<file path="src/pss_pkg.sv">
// constants, state encoding and timing counts for the print period sequencer
// assumes a single 125 MHz engine clock and a synchronous active-high reset
// What this block does
// stay in warm-up until fuser reaches target temperature, then go to standby
// warm-up checks no jam, all toner present, image stabilization done
// standby holds until the active-low print request arrives
// after last rotations return to standby and wait for a new request
// keep regulating the fuser at target temperature during standby
// after 30 minutes in standby run the main motor for 0.5 second
// print request enters initial rotations until drum reaches top position
// in initial rotations issue print sequence command once scanner is at speed
// print period runs past each transfer until drum reaches registration position
// during print the supplied video is passed on to form the image
// last rotations deliver sheet, discharge drum, end when main motor stops
// count completed prints and start drum cleaning after every 100 prints
// drum sense falling edge means top, rising edge means registration
// print counter clears when cleaning starts and keeps value across periods
package pss_pkg;

   // engine clock
   localparam int unsigned CLK_HZ = 125_000_000;

   // standby anti-deformation turn, times in their own units
   localparam int unsigned STANDBY_IDLE_MIN = 30;
   localparam int unsigned MOTOR_TURN_MS = 500;
   localparam int unsigned IDLE_W = 38;
   localparam int unsigned TURN_W = 26;
   // least time: exact at this rate, so no rounding is lost
   localparam longint unsigned STANDBY_IDLE_CYCLES =
      64'(STANDBY_IDLE_MIN) * 64'd60 * 64'(CLK_HZ);
   // run time of the turn, rounded down
   localparam longint unsigned MOTOR_TURN_CYCLES =
      (64'(CLK_HZ) * 64'(MOTOR_TURN_MS)) / 64'd1000;

   // cleaning schedule
   localparam int unsigned CNT_W = 7;
   localparam logic [CNT_W-1:0] CLEAN_EVERY = 7'h64;
   localparam logic [CNT_W-1:0] CNT_RESET = 7'h00;

   // video path
   localparam int unsigned VID_W = 8;
   localparam logic [VID_W-1:0] VID_IDLE = 8'h00;

   // operating periods, gray coded along warm-up to last rotations
   typedef enum logic [2:0] {
      PSS_WARMUP = 3'h0,
      PSS_STANDBY = 3'h1,
      PSS_INIT_ROT = 3'h3,
      PSS_PRINT = 3'h2,
      PSS_LAST_ROT = 3'h6
   } pss_period_t;

endpackage

</file>
<file path="src/pss_count_if.sv">
// carrier between the sequencer and its print counter
// assumes both ends share the engine clock
`timescale 1ns/1ns
interface pss_count_if;
   logic print_done;
   logic clean_start;
   logic clean_due;
   logic [pss_pkg::CNT_W-1:0] count;

   // counter end
   modport counter (
      input print_done,
      input clean_start,
      output clean_due,
      output count
   );

   // sequencer end
   modport seq (
      output print_done,
      output clean_start,
      input clean_due,
      input count
   );
endinterface

</file>
<file path="src/pss_print_counter.sv">
// completed-print counter that schedules transfer drum cleaning
// assumes print_done and clean_start are one-cycle pulses on SYS_CLK
`timescale 1ns/1ns
module pss_print_counter (
   // clock and reset
   input wire logic clk,
   input wire logic rst,
   // sequencer side
   pss_count_if.counter cif
);

   // counter survives every period change, only reset or cleaning clears it
   always_ff @(posedge clk) begin
      if (rst) begin
         cif.count <= pss_pkg::CNT_RESET;
      end else if (cif.clean_start) begin
         // a print finishing in the same cycle is still counted
         cif.count <= cif.print_done ? 7'h01 : pss_pkg::CNT_RESET;
      end else if (cif.print_done && cif.count != pss_pkg::CLEAN_EVERY) begin
         cif.count <= cif.count + 7'h01;
      end
   end

   // saturates at the threshold so a missed cleaning never wraps away
   assign cif.clean_due = (cif.count == pss_pkg::CLEAN_EVERY);

endmodule

</file>
<file path="src/pss_sequencer.sv">
// top of the print period sequencer: five operating periods of the engine
// assumes all inputs are synchronous to SYS_CLK and RST is the power-on reset
`timescale 1ns/1ns
module pss_sequencer #(
   parameter logic [pss_pkg::IDLE_W-1:0] STANDBY_IDLE_CYCLES =
      pss_pkg::IDLE_W'(pss_pkg::STANDBY_IDLE_CYCLES),
   parameter logic [pss_pkg::TURN_W-1:0] MOTOR_TURN_CYCLES =
      pss_pkg::TURN_W'(pss_pkg::MOTOR_TURN_CYCLES)
) (
   // clock and reset
   input wire logic SYS_CLK,
   input wire logic RST,
   // warm-up checks
   input wire logic FUSER_AT_TEMP,
   input wire logic PAPER_JAM,
   input wire logic TONER_ALL_PRESENT,
   input wire logic STAB_DONE,
   // i/o controller
   input wire logic PRINT_REQUEST_N,
   input wire logic VIDEO_VALID,
   input wire logic [pss_pkg::VID_W-1:0] VIDEO_IN,
   // mechanics and sensors
   input wire logic DRUM_POSITION_SENSE,
   input wire logic SCANNER_AT_SPEED,
   input wire logic TRANSFER_DONE,
   input wire logic SHEET_DELIVERED,
   input wire logic MAIN_MOTOR_STOPPED,
   // period indication
   output logic WARMUP_PERIOD,
   output logic STANDBY_PERIOD,
   output logic INITIAL_ROTATION_PERIOD,
   output logic PRINT_PERIOD,
   output logic LAST_ROTATION_PERIOD,
   output logic READY,
   // warm-up actions
   output logic STAB_REQ,
   output logic FUSER_REGULATE,
   // mechanical controller commands
   output logic MAIN_DRIVE_MOTOR,
   output logic PRINT_SEQ_CMD,
   output logic DELIVER_SHEET,
   output logic DRUM_DISCHARGE,
   output logic DRUM_CLEAN_START,
   // image path
   output logic VIDEO_OUT_VALID,
   output logic [pss_pkg::VID_W-1:0] VIDEO_OUT,
   // print count
   output logic [pss_pkg::CNT_W-1:0] PRINT_COUNT
);

   pss_pkg::pss_period_t period;
   pss_pkg::pss_period_t next_period;
   logic drum_prev;
   logic drum_top;
   logic drum_reg;
   logic stab_ok;
   logic cmd_sent;
   logic transfer_seen;
   logic delivered;
   logic clean_done;
   logic turning;
   logic turn_start;
   logic print_req;
   logic [pss_pkg::IDLE_W-1:0] idle_cnt;
   logic [pss_pkg::TURN_W-1:0] turn_cnt;

   pss_count_if cif ();

   // periods in which the main motor must be driven for paper handling
   function automatic logic drives_motor(input pss_pkg::pss_period_t p);
      drives_motor = (p == pss_pkg::PSS_INIT_ROT) || (p == pss_pkg::PSS_PRINT);
   endfunction

   // warm-up readiness, all checks together
   function automatic logic warm_ready(input logic temp_ok, input logic jam,
                                       input logic toner, input logic stab);
      warm_ready = temp_ok && !jam && toner && stab;
   endfunction

   // print counter and cleaning schedule
   pss_print_counter u_counter (
      .clk(SYS_CLK),
      .rst(RST),
      .cif(cif)
   );

   // edges of the drum sensor; inputs are already synchronous
   always_ff @(posedge SYS_CLK) begin
      if (RST) begin
         drum_prev <= 1'b1;
      end else begin
         drum_prev <= DRUM_POSITION_SENSE;
      end
   end

   assign drum_top = drum_prev && !DRUM_POSITION_SENSE;
   assign drum_reg = !drum_prev && DRUM_POSITION_SENSE;
   assign print_req = !PRINT_REQUEST_N;

   // image stabilization result is held until warm-up ends
   always_ff @(posedge SYS_CLK) begin
      if (RST) begin
         stab_ok <= 1'b0;
      end else if (period != pss_pkg::PSS_WARMUP) begin
         stab_ok <= 1'b0;
      end else if (STAB_DONE) begin
         stab_ok <= 1'b1;
      end
   end

   // period transitions
   always_comb begin
      next_period = period;
      case (period)
         pss_pkg::PSS_WARMUP: begin
            if (warm_ready(FUSER_AT_TEMP, PAPER_JAM, TONER_ALL_PRESENT, stab_ok)) begin
               next_period = pss_pkg::PSS_STANDBY;
            end
         end
         pss_pkg::PSS_STANDBY: begin
            if (print_req) begin
               next_period = pss_pkg::PSS_INIT_ROT;
            end
         end
         pss_pkg::PSS_INIT_ROT: begin
            // top edge counts only once the print sequence is under way
            if (cmd_sent && drum_top) begin
               next_period = pss_pkg::PSS_PRINT;
            end
         end
         pss_pkg::PSS_PRINT: begin
            if (transfer_seen && drum_reg) begin
               next_period = pss_pkg::PSS_LAST_ROT;
            end
         end
         pss_pkg::PSS_LAST_ROT: begin
            if (delivered && clean_done && MAIN_MOTOR_STOPPED) begin
               next_period = pss_pkg::PSS_STANDBY;
            end
         end
         default: begin
            next_period = pss_pkg::PSS_WARMUP;
         end
      endcase
   end

   // period register; reset is the power-on restart of warm-up
   always_ff @(posedge SYS_CLK) begin
      if (RST) begin
         period <= pss_pkg::PSS_WARMUP;
      end else begin
         period <= next_period;
      end
   end

   // print sequence command, one pulse per initial rotations period
   always_ff @(posedge SYS_CLK) begin
      if (RST) begin
         cmd_sent <= 1'b0;
         PRINT_SEQ_CMD <= 1'b0;
      end else begin
         PRINT_SEQ_CMD <= 1'b0;
         if (period != pss_pkg::PSS_INIT_ROT) begin
            cmd_sent <= 1'b0;
         end else if (SCANNER_AT_SPEED && !cmd_sent) begin
            cmd_sent <= 1'b1;
            PRINT_SEQ_CMD <= 1'b1;
         end
      end
   end

   // a transfer must complete before registration can end printing
   always_ff @(posedge SYS_CLK) begin
      if (RST) begin
         transfer_seen <= 1'b0;
      end else if (period != pss_pkg::PSS_PRINT) begin
         transfer_seen <= 1'b0;
      end else if (TRANSFER_DONE) begin
         transfer_seen <= 1'b1;
      end
   end

   // sheet delivery tracking in last rotations
   always_ff @(posedge SYS_CLK) begin
      if (RST) begin
         delivered <= 1'b0;
      end else if (period != pss_pkg::PSS_LAST_ROT) begin
         delivered <= 1'b0;
      end else if (SHEET_DELIVERED) begin
         delivered <= 1'b1;
      end
   end

   // cleaning start: issued once in last rotations when the count is due
   always_ff @(posedge SYS_CLK) begin
      if (RST) begin
         clean_done <= 1'b0;
         DRUM_CLEAN_START <= 1'b0;
      end else begin
         DRUM_CLEAN_START <= 1'b0;
         if (period != pss_pkg::PSS_LAST_ROT) begin
            clean_done <= 1'b0;
         end else if (!clean_done) begin
            clean_done <= 1'b1;
            DRUM_CLEAN_START <= cif.clean_due;
         end
      end
   end

   // counter is told at the end of the print period, cleared at cleaning start
   assign cif.print_done = (period == pss_pkg::PSS_PRINT) &&
                           (next_period == pss_pkg::PSS_LAST_ROT);
   assign cif.clean_start = DRUM_CLEAN_START;

   // standby idle timer; restarts after each turn so long idles repeat it
   always_ff @(posedge SYS_CLK) begin
      if (RST) begin
         idle_cnt <= '0;
      end else if (period != pss_pkg::PSS_STANDBY || turning) begin
         idle_cnt <= '0;
      end else if (idle_cnt != STANDBY_IDLE_CYCLES - 38'h1) begin
         idle_cnt <= idle_cnt + 38'h1;
      end else begin
         idle_cnt <= '0;
      end
   end

   assign turn_start = (period == pss_pkg::PSS_STANDBY) && !turning &&
                       (idle_cnt == STANDBY_IDLE_CYCLES - 38'h1);

   // anti-deformation turn of the fuser roller
   always_ff @(posedge SYS_CLK) begin
      if (RST) begin
         turning <= 1'b0;
         turn_cnt <= '0;
      end else if (turn_start) begin
         turning <= 1'b1;
         turn_cnt <= '0;
      end else if (turning) begin
         // the turn still finishes if printing starts meanwhile
         if (turn_cnt == MOTOR_TURN_CYCLES - 26'h1) begin
            turning <= 1'b0;
         end else begin
            turn_cnt <= turn_cnt + 26'h1;
         end
      end
   end

   // main motor demand: feeding periods, last rotations until delivery, turn
   always_ff @(posedge SYS_CLK) begin
      if (RST) begin
         MAIN_DRIVE_MOTOR <= 1'b0;
      end else begin
         MAIN_DRIVE_MOTOR <= drives_motor(next_period) || turning || turn_start ||
            ((next_period == pss_pkg::PSS_LAST_ROT) && !delivered && !SHEET_DELIVERED);
      end
   end

   // last rotations actions toward the mechanical controller
   always_ff @(posedge SYS_CLK) begin
      if (RST) begin
         DELIVER_SHEET <= 1'b0;
         DRUM_DISCHARGE <= 1'b0;
      end else begin
         DELIVER_SHEET <= (next_period == pss_pkg::PSS_LAST_ROT) && !delivered &&
                          !SHEET_DELIVERED;
         DRUM_DISCHARGE <= (next_period == pss_pkg::PSS_LAST_ROT);
      end
   end

   // video path: only passes data while printing, idle value otherwise
   always_ff @(posedge SYS_CLK) begin
      if (RST) begin
         VIDEO_OUT <= pss_pkg::VID_IDLE;
         VIDEO_OUT_VALID <= 1'b0;
      end else if (period == pss_pkg::PSS_PRINT && VIDEO_VALID) begin
         VIDEO_OUT <= VIDEO_IN;
         VIDEO_OUT_VALID <= 1'b1;
      end else begin
         VIDEO_OUT <= pss_pkg::VID_IDLE;
         VIDEO_OUT_VALID <= 1'b0;
      end
   end

   // fuser regulation and stabilization request
   // regulation stays on outside standby too, so a print never cools the roller
   always_ff @(posedge SYS_CLK) begin
      if (RST) begin
         FUSER_REGULATE <= 1'b0;
         STAB_REQ <= 1'b0;
      end else begin
         FUSER_REGULATE <= 1'b1;
         STAB_REQ <= (next_period == pss_pkg::PSS_WARMUP) && !stab_ok && !STAB_DONE;
      end
   end

   // period indication straight from the period register
   assign WARMUP_PERIOD = (period == pss_pkg::PSS_WARMUP);
   assign STANDBY_PERIOD = (period == pss_pkg::PSS_STANDBY);
   assign INITIAL_ROTATION_PERIOD = (period == pss_pkg::PSS_INIT_ROT);
   assign PRINT_PERIOD = (period == pss_pkg::PSS_PRINT);
   assign LAST_ROTATION_PERIOD = (period == pss_pkg::PSS_LAST_ROT);
   assign READY = (period == pss_pkg::PSS_STANDBY);
   assign PRINT_COUNT = cif.count;

endmodule

</file>
<file path="config.mk">
export PLATFORM = sky130hd
export DESIGN_NAME = pss_sequencer
export DESIGN_NICKNAME = d
export VERILOG_FILES = /design/src/pss_pkg.sv /design/src/pss_count_if.sv /design/src/pss_print_counter.sv /design/src/pss_sequencer.sv
export SDC_FILE = /design/constraint.sdc
export NUM_CORES = 1
export LEC_CHECK = 0
export BUFFER_PORTS_ARGS = -buffer_cell sky130_fd_sc_hd__buf_2
export CORE_MARGIN = 5
export CORE_UTILIZATION = 46
export CTS_CLUSTER_SIZE = 28
export DETAILED_ROUTE_END_ITERATION = 8
export GPL_TIMING_DRIVEN = 0
export PLACE_DENSITY = 0.64
export SLEW_MARGIN = 20
export SYNTH_ARGS = -nofsm -noshare
export SYNTH_HDL_FRONTEND = slang
export SYNTH_SLANG_ARGS = --single-unit
</file>
<file path="constraint.sdc">
create_clock -name SYS_CLK -period 6.6 [get_ports SYS_CLK]
set_clock_uncertainty 0.05 [all_clocks]
set_input_delay 0.33 -clock SYS_CLK [delete_from_list [all_inputs] [get_ports SYS_CLK]]
set_output_delay 0.33 -clock SYS_CLK [all_outputs]
set_load 0.01 [all_outputs]
</file>
==> metrics.txt <==
element type at the critical path start=flip-flop; Starting Density=0.470; Clock power frac=0.386; top cell type's share of synthesized area=0.449; Overflow after GRT=0; Ports=50; total CTS buffers=9; initial antenna violation count=0; worst slack, placed=4.15 ns; Worst setup EP type=flip-flop; Cell Rows=35; TritonCTS clock tree=yes; Post-synth EDFFs=0; max-cap violations=0; vias per inst=5.41; antenna-violating nets left=0; Final Max Slew Viols=0; Avg Inst Size Synth=8.84 um^2; IO buf count=48; Avg WL per Cell=13.5 um; Arr. time, crit path=2.66 ns; Pre-antenna DRT Iters=5; first-pass GRT wire length=15300 um; #FFs+latches synth=97; H-tree depth=3; CTS Buffer Depth=2; Final Hold Vio Count=0; Die X=107 um; Clock Latency Late Sink=0.36 ns; Logic pwr share=0.038; actual transition at the worst max-transition pin=0.635 ns; post-synthesis sequential area ratio=0.449; Final Util=0.534; count leader, synth=dfxtp_1; Worst slew margin=0.574; top cells by area, synth=dfxtp_1 (45%), xor2_1 (6.1%), nor2_1 (5.9%); peak supply drop=86.0 uV; Post-CTS Repair Setup Buffers=0; Internal Power=0.000789 W; RSZ-0062 raised after global routing=false; via count=3592; Max Fclk=0.406 GHz; vias in the first global route=3278; Overall Global Routing Usage=0.163; Mapped Cells=489; Net Sw Power=0.000242 W; Synth Warn #=0; Die Area=11400 um^2; Pleak=1.75 nW; worst setup margin=4.14 ns; drt drc=0; Seq pwr share=0.576; largest net degree at the start of global routing=19; min-delay worst type=primary input to flip-flop; top cell types by occurrence after synthesis=dfxtp_1 (97), nor2_1 (68), xor2_1 (30), nand4_1 (28), nand3_1 (27); CP Data Required Time=6.80 ns; sw frac=0.235; synthesized area=4320 um^2; Layout area overhead=13.6%; # resized after CTS=0; Die H=107 um; Worst Setup Path Type=flip-flop to flip-flop; hold_buf cts=0; core footprint=9200 um^2; hpwl dp=6460 um; post-synthesis cell type count=54; Setup TNS Final=0 ns; power per standard cell area=210 nW/um^2; Sink Count=97; share of layout cells above drive strength 1=0.172; Root Buffer=clkbuf_8; Tcrit/Tclk final=0.373; Crit Path Max Fanout=10; layout net count=573; syn nets=514; Iteration-0 DRC Markers=217; DRT Wirelength=8940 um; final worst path period need=2.46 ns; final number of setup-violating endpoints=0; top cell type by total area after synthesis=dfxtp_1; CTS clk-pin slew, worst paths=0.10 ns; share of flip-flops with an asynchronous set or reset=0; Post-synth top flop=dfxtp_1; n_diodes=0; status=finished clean; GP Congestion=0.845
==> per-layer routing <==
layer  share of wire  track usage  vias to the layer above
li1                -            -                     1839
met1            0.50        0.227                     1656
met2            0.44        0.247                       92
met3           0.053       0.0391                        5
met4          0.0072       0.0539                        0
met5               0            0                        -
==> per-stage QoR <==
step	cell area, um^2	total power [W]	std cells	hold slack (ns)
floorplan	4320	0.000630	489	0.352
global placement	4700	0.000648	648	0.368
detailed placement	4700	0.000648	648	0.367
CTS	4910	0.00105	664	0.0724
global route	4910	0.00108	664	0.0701
finish	4910	0.00103	664	0.0980
==> kinds of logic after synthesis <==
family | Yosys count | synth area share
adder cells (fa/ha/maj) | 4 | 0.0116
multiplexers | 3 | 0.00724
XOR/XNOR | 48 | 0.0973
AO/OA/AOI/OAI | 51 | 0.0779
buffers and inverters | 37 | 0.0437
AND/OR/NAND/NOR | 249 | 0.313
flip-flops | 97 | 0.449
==> sequential cells by signal, summed over array words and instances (netlist names), 3 cells and up <==
register,cells
VIDEO_OUT,8
period,3
u_counter.cif.count,7
turn_cnt,26
idle_cnt,38
==> layout make-up <==
type | count | area [um^2]
clock inverters | 7 | 83.8
well taps | 111 | 139
fillers | 859 | 4290
clock buffers | 9 | 124
inverters | 13 | 48.8
plain buffers | 24 | 140
multi-input cells | 355 | 2190
flip-flops and latches | 97 | 1940
repair buffers | 48 | 240
==> final timing paths <==
path                                 startpoint          endpoint  slack (ns)  depth (start not counted)
worst max-delay path                idle_cnt[4]      turn_cnt[15]        4.14                          8
worst min-delay path            SHEET_DELIVERED     DELIVER_SHEET         0.1                          2
worst min register to register       clean_done  DRUM_CLEAN_START        0.38                          1
worst max register to register      idle_cnt[4]      turn_cnt[15]        4.14                          8
==> cell usage in the layout (no fill, tap or decap), types with 15 or more instances in the layout <==
master,Yosys,routed
a21oi_1,15,15
buf_2,3,51
dfxtp_1,97,97
nand2_1,25,25
nand3_1,27,27
nand4_1,28,28
nor2_1,68,68
xnor2_1,18,18
xor2_1,30,30
==> critical path, cell delays in order, from the launching register on <==
cell     delay, ns
dfxtp_1       0.43
and4_1        0.21
buf_2         0.16
nand4_1       0.18
nor4_1        0.62
a21o_1        0.20
buf_4         0.17
buf_2         0.24
nor2_1        0.08
==> power by group through the flow <==
stage / sequential (W) / clock (W) / combinational [W]
6_report: 0.000594 / 0.000398 / 0.0000395
3_3_place_gp: 0.000608 / 0 / 0.0000398
5_1_grt: 0.000595 / 0.000437 / 0.0000438
3_5_place_dp: 0.000608 / 0 / 0.0000399
4_1_cts: 0.000594 / 0.000416 / 0.0000400
2_1_floorplan: 0.000609 / 0 / 0.0000215
No activity file was read; power rests on OpenSTA's default activity.
